### config.mk
export PLATFORM = sky130hd
export DESIGN_NAME = relay_servant
export DESIGN_NICKNAME = d
export VERILOG_FILES = /design/src/relay_servant_pkg.sv /design/src/relay_servant.sv
export SDC_FILE = /design/constraint.sdc
export NUM_CORES = 1
export LEC_CHECK = 0
export BUFFER_PORTS_ARGS = -buffer_cell sky130_fd_sc_hd__buf_2
export CAP_MARGIN = 20
export CORE_ASPECT_RATIO = 1.1
export CORE_UTILIZATION = 57
export DETAILED_ROUTE_END_ITERATION = 7
export PLACE_DENSITY = 0.8
export SYNTH_ARGS = -nofsm -noshare
export SYNTH_HDL_FRONTEND = slang
export SYNTH_SLANG_ARGS = --single-unit
### constraint.sdc
create_clock -name i_clk -period 4.05 [get_ports i_clk]
set_clock_uncertainty 0.05 [all_clocks]
set_input_delay 0.2025 -clock i_clk [delete_from_list [all_inputs] [get_ports i_clk]]
set_output_delay 0.2025 -clock i_clk [all_outputs]
set_load 0.01 [all_outputs]
### src/relay_servant_pkg.sv
// package for the word serial relay servant: register map, command codes, fixed words
// assumes A16/D16 backplane signals are already decoded to plain strobes
package relay_servant_pkg;

  // ---------------------------------------------
  // register offsets within the 64-byte block
  // ---------------------------------------------
  localparam logic [5:0] OFS_IDENTITY = 6'h00;
  localparam logic [5:0] OFS_MODEL = 6'h02;
  localparam logic [5:0] OFS_STATUS_CTRL = 6'h04;
  localparam logic [5:0] OFS_UNUSED = 6'h06;
  localparam logic [5:0] OFS_PROTOCOL = 6'h08;
  localparam logic [5:0] OFS_RESPONSE = 6'h0A;
  localparam logic [5:0] OFS_DATA_LOW_WR = 6'h0C;
  localparam logic [5:0] OFS_DATA_LOW_RD = 6'h0E;

  // ---------------------------------------------
  // address decode constants
  // ---------------------------------------------
  localparam logic [15:0] SHORT_BASE = 16'hC000;
  localparam logic [15:0] BLOCK_STRIDE = 16'h0040;
  localparam logic [5:0] ADDR_MOD_A16_SUP = 6'h2D;
  localparam logic [5:0] ADDR_MOD_A16_USR = 6'h29;

  // ---------------------------------------------
  // fixed words
  // ---------------------------------------------
  localparam logic [15:0] PROTOCOL_WORD = 16'hEFFF;
  localparam logic [15:0] READ_PROTOCOL_ANSWER = 16'hFF6B;
  localparam logic [15:0] STATUS_FIXED = 16'h3FF3;
  localparam logic [15:0] RESPONSE_FIXED = 16'h4000;
  localparam int RESP_WRITE_READY_BIT = 9;
  localparam int RESP_READ_READY_BIT = 10;
  localparam int RESP_DOR_BIT = 13;
  localparam int STATUS_READY_BIT = 3;
  localparam int STATUS_PASSED_BIT = 2;
  localparam int STATUS_A24_BIT = 14;
  localparam int CTRL_SYSFAIL_INH_BIT = 1;
  localparam int CTRL_RESET_BIT = 0;

  // ---------------------------------------------
  // word serial commands (upper byte or full word)
  // ---------------------------------------------
  localparam logic [7:0] WS_BYTE_AVAIL = 8'hBC;
  localparam logic [7:0] WS_BYTE_AVAIL_END = 8'hBD;
  localparam logic [15:0] WS_BYTE_REQUEST = 16'hDEFF;
  localparam logic [15:0] WS_READ_PROTOCOL = 16'hCFFF;

  // ---------------------------------------------
  // ascii
  // ---------------------------------------------
  localparam logic [7:0] CH_CR = 8'h0D;
  localparam logic [7:0] CH_LF = 8'h0A;
  localparam logic [7:0] CH_ZERO = 8'h30;
  localparam logic [7:0] CH_ONE = 8'h31;
  localparam logic [7:0] CH_C = 8'h43;
  localparam logic [7:0] CH_O = 8'h4F;
  localparam logic [7:0] CH_R = 8'h52;
  localparam logic [7:0] CH_Q = 8'h51;
  localparam logic [4:0] RELAY_MAX = 5'd31;

  typedef enum logic [2:0] {P_IDLE, P_DIG1, P_DIG2} parse_type;

endpackage : relay_servant_pkg

### src/relay_servant.sv
// relay servant: A16/D16 register block, word serial byte transfer, ascii relay parser
// assumes address, modifier and strobes come from backplane pins on a foreign clock,
// and that iack cycles are qualified by the backplane interface into i_iack_n
module relay_servant
  import relay_servant_pkg::*;
#(
  parameter logic [15:0] ID_WORD = 16'h1234, // arbitrary value
  parameter logic [15:0] MODEL_WORD = 16'h5678, // arbitrary value
  parameter int RELAYS = 32
) (
  // clock and reset
  input wire logic i_clk,
  input wire logic i_nrst,
  // backplane slave, from pins
  input wire logic [15:0] i_addr,
  input wire logic [5:0] i_am,
  input wire logic i_strobe_n,
  input wire logic i_write_n,
  input wire logic i_iack_n,
  input wire logic [15:0] i_wdata,
  input wire logic [7:0] i_logical_addr,
  // read data and acknowledge
  output logic [15:0] o_rdata,
  output logic o_rdata_oe,
  output logic o_dtack_n,
  // relay drive and end flag seen with last response byte
  output logic [RELAYS-1:0] o_relay_closed,
  output logic o_end_flag
);

  // ---------------------------------------------
  // pin synchronisers
  // ---------------------------------------------
  logic [1:0] strb_sync_reg, wr_sync_reg, iack_sync_reg;
  logic strb_d_reg;
  always_ff @(posedge i_clk or negedge i_nrst) begin
    if (!i_nrst) begin
      strb_sync_reg <= 2'h3;
      wr_sync_reg <= 2'h3;
      iack_sync_reg <= 2'h3;
      strb_d_reg <= 1'b1;
    end else begin
      strb_sync_reg <= {strb_sync_reg[0], i_strobe_n};
      wr_sync_reg <= {wr_sync_reg[0], i_write_n};
      iack_sync_reg <= {iack_sync_reg[0], i_iack_n};
      strb_d_reg <= strb_sync_reg[1];
    end
  end
  // address and data are stable while strobe is low, so they are read after the strobe sync
  wire strobe_start = strb_d_reg && !strb_sync_reg[1];
  wire strobe_low = !strb_sync_reg[1];

  // ---------------------------------------------
  // address decode
  // ---------------------------------------------
  wire [15:0] base_addr = SHORT_BASE + {2'b00, i_logical_addr, 6'h00};
  wire short_space = (i_am == ADDR_MOD_A16_SUP) || (i_am == ADDR_MOD_A16_USR);
  wire in_block = (i_addr[15:6] == base_addr[15:6]);
  wire [5:0] ofs = i_addr[5:0];
  wire hit = short_space && in_block && iack_sync_reg[1];
  wire iack_hit = !iack_sync_reg[1];
  wire is_wr = !wr_sync_reg[1];
  wire wr_ctrl = strobe_start && hit && is_wr && (ofs == OFS_STATUS_CTRL);
  wire wr_data = strobe_start && hit && is_wr && (ofs == OFS_DATA_LOW_WR);
  wire rd_data = strobe_start && hit && !is_wr && (ofs == OFS_DATA_LOW_RD);

  // ---------------------------------------------
  // word serial state
  // ---------------------------------------------
  logic write_ready_reg, read_ready_reg, busy_reg, end_flag_reg;
  logic [15:0] rx_word_reg, data_low_reg;
  logic [1:0] ctrl_reg;
  logic [1:0] resp_left_reg;
  logic resp_pending_reg;

  wire [7:0] cmd_hi = rx_word_reg[15:8];
  wire [7:0] cmd_lo = rx_word_reg[7:0];
  wire byte_avail = (cmd_hi == WS_BYTE_AVAIL) || (cmd_hi == WS_BYTE_AVAIL_END);
  wire byte_req = (rx_word_reg == WS_BYTE_REQUEST);
  wire read_proto = (rx_word_reg == WS_READ_PROTOCOL);

  // ---------------------------------------------
  // ascii parser
  // ---------------------------------------------
  parse_type pstate_reg;
  logic [7:0] pcmd_reg;
  logic [3:0] tens_reg;
  logic [4:0] query_sel_reg;
  logic [RELAYS-1:0] relay_reg;

  wire parse_now = busy_reg && byte_avail;
  wire is_digit = (cmd_lo >= CH_ZERO) && (cmd_lo <= (CH_ZERO + 8'h09));
  wire [3:0] digit = cmd_lo[3:0];
  wire [7:0] relay_num = 8'({tens_reg, 3'h0}) + 8'({tens_reg, 1'b0}) + 8'(digit);
  wire num_ok = (relay_num <= 8'(RELAY_MAX));
  wire is_letter = (cmd_lo == CH_C) || (cmd_lo == CH_O) || (cmd_lo == CH_R) || (cmd_lo == CH_Q);
  wire cmd_done = parse_now && (pstate_reg == P_DIG2) && is_digit;
  wire query_done = cmd_done && (pcmd_reg == CH_Q) && num_ok;

  // response byte sequence: status digit, cr, lf
  // relay state is read when the byte is requested, not when the query is parsed
  wire [7:0] status_digit = relay_reg[query_sel_reg] ? CH_ONE : CH_ZERO;
  wire [7:0] next_resp_byte = (resp_left_reg == 2'd3) ? status_digit :
                              (resp_left_reg == 2'd2) ? CH_CR : CH_LF;
  // with nothing left to send the lf repeats, so it carries the end flag too
  wire last_resp_byte = (resp_left_reg <= 2'd1);

  always_ff @(posedge i_clk or negedge i_nrst) begin
    if (!i_nrst) begin
      pstate_reg <= P_IDLE;
      pcmd_reg <= 8'h00;
      tens_reg <= 4'h0;
    end else if (parse_now) begin
      case (pstate_reg)
        P_IDLE: begin
          if (is_letter) begin
            pcmd_reg <= cmd_lo;
            pstate_reg <= P_DIG1;
          end
        end
        P_DIG1: begin
          tens_reg <= digit;
          pstate_reg <= is_digit ? P_DIG2 : P_IDLE;
        end
        default: begin
          pstate_reg <= P_IDLE;
        end
      endcase
    end
  end

  always_ff @(posedge i_clk or negedge i_nrst) begin
    if (!i_nrst) begin
      relay_reg <= '0;
      query_sel_reg <= 5'h00;
    end else if (ctrl_reg[CTRL_RESET_BIT]) begin
      relay_reg <= '0;
    end else if (cmd_done && num_ok) begin
      case (pcmd_reg)
        CH_R: relay_reg <= '0;
        CH_C: relay_reg[relay_num[4:0]] <= 1'b1;
        CH_O: relay_reg[relay_num[4:0]] <= 1'b0;
        default: query_sel_reg <= relay_num[4:0];
      endcase
    end
  end

  // ---------------------------------------------
  // handshake engine
  // ---------------------------------------------
  always_ff @(posedge i_clk or negedge i_nrst) begin
    if (!i_nrst) begin
      write_ready_reg <= 1'b1;
      read_ready_reg <= 1'b0;
      busy_reg <= 1'b0;
      rx_word_reg <= 16'h0000;
      data_low_reg <= 16'h0000;
      ctrl_reg <= 2'h0;
      end_flag_reg <= 1'b0;
      resp_left_reg <= 2'd0;
      resp_pending_reg <= 1'b0;
    end else begin
      if (wr_ctrl) begin
        ctrl_reg <= i_wdata[1:0];
      end
      if (query_done) begin
        resp_left_reg <= 2'd3;
      end
      if (wr_data && write_ready_reg) begin
        rx_word_reg <= i_wdata;
        write_ready_reg <= 1'b0;
        busy_reg <= 1'b1;
      end else if (busy_reg) begin
        busy_reg <= 1'b0;
        if (byte_req) begin
          data_low_reg <= {8'h00, next_resp_byte};
          end_flag_reg <= last_resp_byte;
          resp_pending_reg <= 1'b1;
          if (resp_left_reg != 2'd0 && !query_done) begin
            resp_left_reg <= resp_left_reg - 2'd1;
          end
          read_ready_reg <= 1'b1;
        end else if (read_proto) begin
          data_low_reg <= READ_PROTOCOL_ANSWER;
          resp_pending_reg <= 1'b1;
          read_ready_reg <= 1'b1;
        end else begin
          write_ready_reg <= 1'b1;
        end
      end else if (rd_data && resp_pending_reg) begin
        read_ready_reg <= 1'b0;
        resp_pending_reg <= 1'b0;
        write_ready_reg <= 1'b1;
      end
    end
  end

  // ---------------------------------------------
  // read mux
  // ---------------------------------------------
  wire [15:0] status_word = STATUS_FIXED | (16'(busy_reg) << STATUS_A24_BIT)
                            | (16'(write_ready_reg) << STATUS_READY_BIT)
                            | (16'h1 << STATUS_PASSED_BIT);
  wire [15:0] response_word = RESPONSE_FIXED | (16'(write_ready_reg) << RESP_WRITE_READY_BIT)
                              | (16'(read_ready_reg) << RESP_READ_READY_BIT)
                              | (16'(!resp_pending_reg) << RESP_DOR_BIT);
  wire [15:0] rd_mux = (ofs == OFS_IDENTITY) ? ID_WORD :
                       (ofs == OFS_MODEL) ? MODEL_WORD :
                       (ofs == OFS_STATUS_CTRL) ? status_word :
                       (ofs == OFS_PROTOCOL) ? PROTOCOL_WORD :
                       (ofs == OFS_RESPONSE) ? response_word :
                       (ofs == OFS_DATA_LOW_RD) ? data_low_reg : 16'h0000;

  logic [15:0] rdata_reg;
  logic oe_reg, ack_reg;
  always_ff @(posedge i_clk or negedge i_nrst) begin
    if (!i_nrst) begin
      rdata_reg <= 16'h0000;
      oe_reg <= 1'b0;
      ack_reg <= 1'b0;
    end else if (!strobe_low) begin
      oe_reg <= 1'b0;
      ack_reg <= 1'b0;
    end else if (strobe_start && (hit || iack_hit)) begin
      rdata_reg <= iack_hit ? {8'h00, i_logical_addr} : rd_mux;
      oe_reg <= !is_wr || iack_hit;
      ack_reg <= 1'b1;
    end
  end

  assign o_rdata = rdata_reg;
  assign o_rdata_oe = oe_reg;
  assign o_dtack_n = !ack_reg;
  assign o_relay_closed = relay_reg;
  assign o_end_flag = end_flag_reg;

endmodule : relay_servant

# Word level (Yosys, flattened, before mapping)

Index checks and enable logic that the tools add are counted.

Bits in registers: 116
Bits of input ports: 51
Output and inout port bits: 51
Logic and storage cells: 165

Add/subtract/negate cells: 4
Magnitude comparators: 7
Equality and inequality tests: 29
Muxes and demuxes: 41
Bitwise logic cells: 10
Reductions and logical operators: 54

Operator list:

| kind                   | number |
|---|---|
| $mux 16                | 9 |
| $pmux 32 s3            | 1 |
| $eq 8x7->1 const B     | 8 |
| $mux 32                | 2 |
| $and 32x32->32         | 1 |
| $eq 16x16->1 const B   | 2 |
| $not 32->32            | 1 |
| $or 32x32->32          | 1 |
| $eq 6x4->1 const B     | 4 |
| $logic_and 1x1->1      | 21 |
| $reduce_and 3->1       | 6 |
| $mux 1                 | 17 |
| $add 15x15->16 const A | 1 |
| $eq 8x8->1 const B     | 2 |
| $or 15x11->15          | 1 |
| $or 15x14->15          | 1 |
| $or 15x4->15           | 1 |
| $eq 6x6->1 const B     | 2 |
| $lt 5x6->1 const B     | 2 |
| $mux 2                 | 6 |
| $eq 10x10->1           | 1 |
| $reduce_bool 2->1      | 5 |
| $add 7x5->8            | 1 |
| $add 8x4->8            | 1 |
| 28 further kinds       | 48 |

# Logic depth before layout (Yosys ltp)

Gate-level depths: netlist (run 1).

Depth in word-level cells: 13
Gate-level depth with buffers: 11
Mapped depth without buffers: 9

# Worst setup path before layout (run 1)

No wires, ideal clock.

Path kind: flip-flop to flip-flop
From: register rx_word_reg[3]
To: register query_sel_reg[0]
Arrival: 2.710 ns
Required time: 3.875 ns
Path slack: 1.165 ns
Cell stages (with the launch flop): 10
Path buffers: 1
Period minus slack after synthesis: 2.885 ns
Path through: dfrtp_1 -> inv_1 -> fa_1 -> inv_1 -> fa_1 -> nand4b_1 -> a2111oi_4 -> and3_1 -> buf_2 -> mux2_2

Word-level cells in the longest chain between the ends: 5
Elaborated cells on any way between the ends: 8
Those cells by class: 1 x add/sub; 3 x order compare; 4 x reduce/logical

RTL lines:

| what                                                                | RTL line             | source |
|---|---|---|
| from (decl)                                                         | relay_servant.sv:71  | `logic [15:0] rx_word_reg, data_low_reg;` |
| from (signal assigned)                                              | relay_servant.sv:170 | `rx_word_reg <= i_wdata;` |
| parallel branches: the longest is 3 deep, another holds $add 8x4->8 | n/a                  |  |
| $logic_and 1x1->1 (*)                                               | relay_servant.sv:138 | `end else if (cmd_done && num_ok) begin` |
| $reduce_and 3->1 (no source line) (*)                               | n/a                  |  |
| to (signal assigned)                                                | relay_servant.sv:143 | `default: query_sel_reg <= relay_num[4:0];` |
| to (decl)                                                           | relay_servant.sv:88  | `logic [4:0] query_sel_reg;` |

Mark *: on every way between the ends.
A chain may end at the register's enable or synchronous reset.

# Worst setup path after layout (run 1)

From: register rx_word_reg[3]
To: register relay_reg[16] (netlist: o_relay_closed[16])

Word-level cells in the longest chain between the ends: 10
Elaborated cells on any way between the ends: 20
Those cells by class: 1 x add/sub; 5 x order compare; 5 x mux; 3 x bitwise; 6 x reduce/logical

RTL lines:

| what                                                                  | RTL line                                   | source |
|---|---|---|
| $add 8x4->8                                                           | relay_servant.sv:94                        | `wire [7:0] relay_num = 8'({tens_reg, 3'h0}) + 8'({tens_reg, 1'b0}) + 8'(digit);` |
| $lt 5x6->1 (not written as such) / $ge 5x1->1 (equally long branches) | relay_servant.sv:141, relay_servant.sv:142 |  |
| $logic_and 1x1->1 (not written as such)                               | relay_servant.sv:141, relay_servant.sv:142 |  |
| $mux 1 (not written as such)                                          | relay_servant.sv:141, relay_servant.sv:142 |  |
| $demux 1 s5                                                           | relay_servant.sv:141, relay_servant.sv:142 |  |
| $not 32->32 (no source line)                                          | n/a                                        |  |
| $and 32x32->32 (no source line)                                       | n/a                                        |  |
| $pmux 32 s3                                                           | relay_servant.sv:139                       | `case (pcmd_reg)` |
| $mux 32                                                               | relay_servant.sv:138                       |  |
| $mux 32                                                               | relay_servant.sv:136                       | `end else if (ctrl_reg[CTRL_RESET_BIT]) begin` |
| to (signal assigned)                                                  | relay_servant.sv:137                       | `relay_reg <= '0;` |
| to (signal assigned)                                                  | relay_servant.sv:140                       | `CH_R: relay_reg <= '0;` |
| to (signal, indexed assignment)                                       | relay_servant.sv:141                       | `CH_C: relay_reg[relay_num[4:0]] <= 1'b1;` |
| to (decl)                                                             | relay_servant.sv:89                        | `logic [RELAYS-1:0] relay_reg;` |

Parallel ways exist; a longest one is shown, timed or not. The select of a mux whose other input is x is not followed.

==> results by group, run 1 <==
Placed design
  • Placed cells: just under 900
  • Pre-CTS setup slack: 759.0 ps
  • GPL Wtd Cong: roughly 0.88
  • Post-DP HPWL: 11040 um
  • Port-buffer cells: 100

Synth
  • Largest family of logic cells by synthesized area: simple AND/OR/NAND/NOR gates
  • XOR/XNOR Fraction of Synth Area: under 10%
  • Synthesized flop and latch total: 105
  • Post-synth EDFFs: 0
  • Syn. warnings: 0
  • Share of the synthesized area in the top cell type: 38.03%
  • Ys async rst share: 100.0%
  • Mux share of post-synthesis cell area: 10.68%
  • Mapped Area: 6382 um2
  • Yosys cell types: 69
  • Syn_area_per_cell: between 9 and 10 um2
  • Most frequent cell after synthesis: dfrtp_1
  • Sequential fraction of the synthesis area: 41.33%
  • Post-Syn Nets: 741
  • Syn Inst Count: around 680
  • Synth Area in Simple Gates: 18.98%
  • Cell taking the most area after synthesis: dfrtp_1
  • Commonest cells in the netlist: dfrtp_1, nor2_1, o21ai_0
  • Post-Synth Adder-Cell Area: 2.980%
  • Compound-Gate Fraction of Synth Area: 16.98%
  • Ys flop type: dfrtp_1
  • Area contributors post-synth: dfrtp_1, mux2_2, o21ai_0

Power and ir drop
  • Maximum VDD drop: between 150 and 200 uV
  • Power per cell area: 297.6 nW/um2
  • Leakage: 0.003222 uW

Clock tree
  • Hold_buf cts: 4
  • CTS tree: built
  • Post-CTS Setup Bufs: 0
  • Worst-Skew Late Latency: 350 ps
  • Clock slew at reported path FFs: 70 ps
  • CTS resizes: 0
  • CTS root buf: clkbuf_16
  • CTS Sinks: roughly 110
  • CTS Buffer Depth: 2
  • H-tree Lvls: 3
  • CTS Buf Count: 9

Timing
  • Final Hold Violating Endpoints: 0
  • Hold Slack: 15.76 ps
  • Slew headroom: 35.40%
  • Period utilization: 83.08%
  • Clock period minus worst slack: between 3000 and 4000 ps
  • Setup Viol. Count Final: 0
  • Slew Viols, Final: 0
  • Worst Tran Pin Value: approximately 970 ps
  • Peak Freq: 297.2 MHz
  • RSZ-0062 raised after global routing: false
  • Setup slack after layout: approximately 690 ps
  • Sum Neg Setup Slack: 0 ps

Drt
  • Drt first pass iters: 5
  • Number of routed nets with antenna violations: 0
  • Post-route DRC: 0
  • Drt via density: 6.111
  • Wirelength, routed: 15970 um
  • Initial DRC Count: 410
  • DR WL/cell: 17.81 um
  • Total number of vias: roughly 5500

Worst setup path
  • Crit-path max cell delay: 550 ps
  • WP buf/inv: 2
  • CP endpoint kind: flip-flop
  • Worst path slowest cell: fa_1
  • Crit path arrival time: 3520 ps
  • Startpoint Class: flip-flop
  • Critical Path, Cell by Cell: inv_1 -> fa_1 -> inv_1 -> fa_1 -> nand4b_1 -> a2111oi_4 -> o21a_2 -> o21ai_0
  • CP Data Required Time: 4210 ps
  • Kind of critical path: reg2reg
  • CP max FO: 32
  • Cell family with most CP delay: compound AO/OA/AOI/OAI gates

Worst hold path
  • Worst min path class: in2reg

Global routing
  • GRT Total Usage: between 20% and 30%
  • Vias in the first global route: 5335
  • First-pass GRT wire length: approximately 26000 um
  • Gr ovfl total: 0
  • Initial antenna violation count: 0
  • Largest net degree at the start of global routing: 78

Finish
  • Antenna cells: 0
  • Layout cell share with drive strength beyond 1: 25.07%
  • # fillers: 892
  • Synthesis-to-finish area growth: 13.06%
  • Final Instance Count excl. Fillers: ~900
  • Fin nets: 810
  • Largest register FFs: 32

Floorplan
  • Effective utilization at floorplan: between 50% and 60%
  • Die Y: 113.0 um
  • Num ports: 102
  • Row cnt: 40
  • Die Wd: 102.9 um
  • Core region area: 10910 um2
  • DIE AREA: 11620 um2

Status
  • Status: finished clean

Run
  • Max Cap Violations: 0
-- stage by stage --
step	total power (uW)	utilization, %	instance area (um2)
finish	2147	66.14	7216
CTS	2160	66.14	7216
detailed placement	1238	62.88	6860
floorplan	1164	-	6382
global route	2219	66.14	7216
global placement	1233	62.88	6860
-- path summary, 6_finish.rpt --
kind | startpoint | to | slack, ps | cells past startpoint
max in group asynchronous | i_nrst | o_relay_closed[24] | 2490 | 3
min in group asynchronous | i_nrst | o_rdata[11] | 500 | 2
setup / recovery | rx_word_reg[3] | o_relay_closed[16] | 690 | 8
hold reg to reg | strb_sync_reg[0] | strb_sync_reg[1] | 310 | 0
hold / removal | i_wdata[12] | rx_word_reg[12] | 20 | 2
setup reg to reg | rx_word_reg[3] | o_relay_closed[16] | 690 | 8
-- power by group --
group          internal [uW]  switching (uW)
clock network            542             382
logic                   61.1            78.9
registers               1070            12.8
total                   1670             474
-- layout make-up --
type	instances	area, um2	share of cell area (%)
timing repair buffer	113	610.6	8.462
clock inverter	5	82.58	1.144
tap	147	183.9	2.549
clock buffer	11	232.7	3.225
inverter	50	187.7	2.601
sequential	105	2638	36.55
multi-input combinational	466	3281	45.47
-- layout by cell type (no fill, tap or decap), types with 8 or more instances in the layout --
cell type   n
buf_2      99
dfrtp_1    97
nor2_1     78
o21ai_0    71
inv_1      50
mux2_2     37
nor3_1     34
a32oi_1    33
nand2_1    16
a21oi_1    13
nand4_1    12
nand2b_1   12
nor2b_1    12
ha_1       12
xnor2_1    11
buf_4      10
nand3_1     9
clkbuf_16   9
o22ai_1     8
dfstp_2     8
-- layer usage --
metal	share of wire, %	global-route usage, %
met3	7.3	6.177
met1	40	34.49
met5	0	0
met4	3.4	13.24
met2	50	49.56
-- worst reg2reg max path, cell delays in order, from the launching register on --
cell and delay, ps:
dfrtp_1 450, inv_1 130, fa_1 550, inv_1 80, fa_1 490, nand4b_1 260, a2111oi_4 510, o21a_2 540
o21ai_0 180
-- cell families (layout without fill, tap and decap cells) --
logic type | count (synthesis) | count (layout)
muxes | 54 | 54
and+or+nand+nor | 222 | 222
AOI/OAI and AO/OA | 163 | 163
buffers and inverters | 105 | 179
adders and majority gates | 14 | 14
xor gates and xnor gates | 13 | 13
DFF | 105 | 105
(Power assumes the default switching activity.)
==> run 2: changes to the inputs <==
Clock period 4.05 ns to 3.5 ns, I/O delays scaled along.
==> run 2 against run 1 <==
Combinational power increased by 23%. Routed wire length increased by 0.86%. Clock power increased by 13%. Largest cell class unchanged.
==> results by group, run 2 (synthesis results as in run 1) <==
Placed design
  • Port-buffer cells: 100
  • GPL Wtd Cong: around 0.9
  • Placed cells: approximately 880
  • Post-DP HPWL: 11260 um

Floorplan
  • DIE AREA: 11620 um2
  • Num ports: 102
  • Core region area: around 11000 um2
  • Row cnt: 40
  • Die Y: 113.0 um
  • Effective utilization at floorplan: 58.50%
  • Die Wd: 102.9 um

Clock tree
  • Worst-Skew Late Latency: 360 ps
  • CTS Buf Count: 9
  • CTS root buf: clkbuf_16
  • H-tree Lvls: 3
  • CTS Buffer Depth: 2
  • Clock slew at reported path FFs: 70 ps
  • CTS tree: built
  • Post-CTS Setup Bufs: 0
  • CTS Sinks: 105

Drt
  • Wirelength, routed: 16110 um
  • DR WL/cell: about 18 um
  • Post-route DRC: 0
  • Drt first pass iters: 5
  • Initial DRC Count: 255
  • Drt via density: 6.059
  • Number of routed nets with antenna violations: 0
  • Total number of vias: 5477

Finish
  • Final Instance Count excl. Fillers: 904
  • Layout cell share with drive strength beyond 1: approximately a quarter
  • Synthesis-to-finish area growth: 14.33%
  • Leading cell types in the layout, fill and taps excluded: buf_2, dfrtp_1, nor2_1
  • Fin nets: roughly 800
  • Largest register FFs: 32
  • Register area: 2638 um2
  • Commonest non-fill, non-tap cell in the layout: buf_2
  • Area of the multi-input gates: 3287 um2
  • Antenna cells: 0
  • # fillers: 867

Worst setup path
  • CP max FO: 7
  • Startpoint Class: flip-flop
  • CP endpoint kind: flip-flop
  • Reg-to-Reg End: query_sel_reg[2]
  • CP Data Required Time: about 3700 ps
  • R2R setup slack: 210 ps
  • Worst R2R Path Depth: 8
  • R2r startpoint: rx_word_reg[3]
  • Crit path arrival time: 3490 ps
  • Kind of critical path: reg2reg

Worst hold path
  • Worst min path class: in2reg
  • Hold Path Sink: rx_word_reg[15]
  • Hold Startpoint: i_wdata[15]
  • Hold path cells: 2

Timing
  • Clock period minus worst slack: 3293 ps
  • RSZ-0062 raised after global routing: false
  • Final Hold Violating Endpoints: 0
  • Slew Viols, Final: 0
  • Slew headroom: about half
  • Setup Viol. Count Final: 0
  • Worst Tran Pin Value: 748.2 ps
  • Period utilization: 94.10%
  • Peak Freq: 303.6 MHz
  • Sum Neg Setup Slack: 0 ps

Global routing
  • Gr ovfl total: 0
  • GRT Total Usage: 28.88%
  • Largest net degree at the start of global routing: 85
  • Initial antenna violation count: 0
  • First-pass GRT wire length: 25880 um
  • Vias in the first global route: 5330

Power and ir drop
  • Sw frac: 23.07%
  • Leakage: 0.003260 uW
  • Maximum VDD drop: 257.1 uV
  • Comb power frac: 7.0%
  • Clock share of power: 42.1%
  • Internal power component: ~1900 uW
  • Sequential Power Share: 50.9%
  • Psw: 567.3 uW
  • Power per cell area: 337.0 nW/um2

Run
  • Max Cap Violations: 0

Status
  • Status: finished clean
## run 2: cell types whose count changed in the layout (fill, tap and decap cells not counted), sizes merged
cell	before	now
inv	50	51
clkbuf	11	10
bufinv	2	1
dlygate4sd3	4	9
buf	109	111
clkinv	0	1
## run 2: final cells by class
type	count	area share [%]
clock buffers	10	3.275
clock inverters	6	0.9088
inverters	50	2.572
multi-input cells	466	45.04
flip-flops and latches	105	36.15
well taps	147	2.521
repair buffers	120	9.534
## run 2: routing by layer
metal	part of all wire [%]	track usage, %
met5	0	0
met4	2.7	12.11
met1	41	35.91
met3	5.4	4.941
met2	50	49.24
## run 2: worst max-delay path by stage
stage / slack, ps / start / to
final: 210 / rx_word_reg[3] / query_sel_reg[2]
after detailed placement: 220 / rx_word_reg[3] / o_relay_closed[26]
after global routing: 40 / rx_word_reg[3] / query_sel_reg[1]
after global placement: 430 / rx_word_reg[3] / o_relay_closed[12]
after floorplan: 620 / rx_word_reg[3] / query_sel_reg[0]
after CTS: 170 / rx_word_reg[3] / o_relay_closed[26]
## run 2: power by group through the flow
stage | clock network [uW] | registers, uW | logic [uW]
after detailed placement | 0 | 1270 | 160
after global placement | 0 | 1270 | 154
after global routing | 1100 | 1250 | 189
final | 1040 | 1250 | 172
after CTS | 1050 | 1250 | 168
after floorplan | 0 | 1280 | 66.8
## run 2: stage by stage
stage	area [um2]	worst slack, ps	total power [uW]	hold WS, ps	util, %
floorplan	6382	615.2	1346	-170.6	-
global placement	6868	426.2	1427	231.9	62.95
detailed placement	6868	216.9	1435	233.3	62.95
CTS	7253	173.2	2469	2.987	66.48
global route	7297	37.59	2545	0.4599	66.88
finish	7297	206.6	2459	3.094	66.88
## run 2: what timing repair did
action                                  in CTS  in global routing
hold endpoints to repair                     8                 75
hold buffers                                 8                  1
endpoints found under the setup margin       0                  4
resized for setup                            0                  1
## run 2: critical path, stage by stage (launching register included)
cell and delay [ps]:
dfrtp_1 480, inv_1 120, fa_1 560, inv_1 80, fa_1 490, nand4b_1 250, a2111oi_4 420, and3_1 360
mux2_2 370
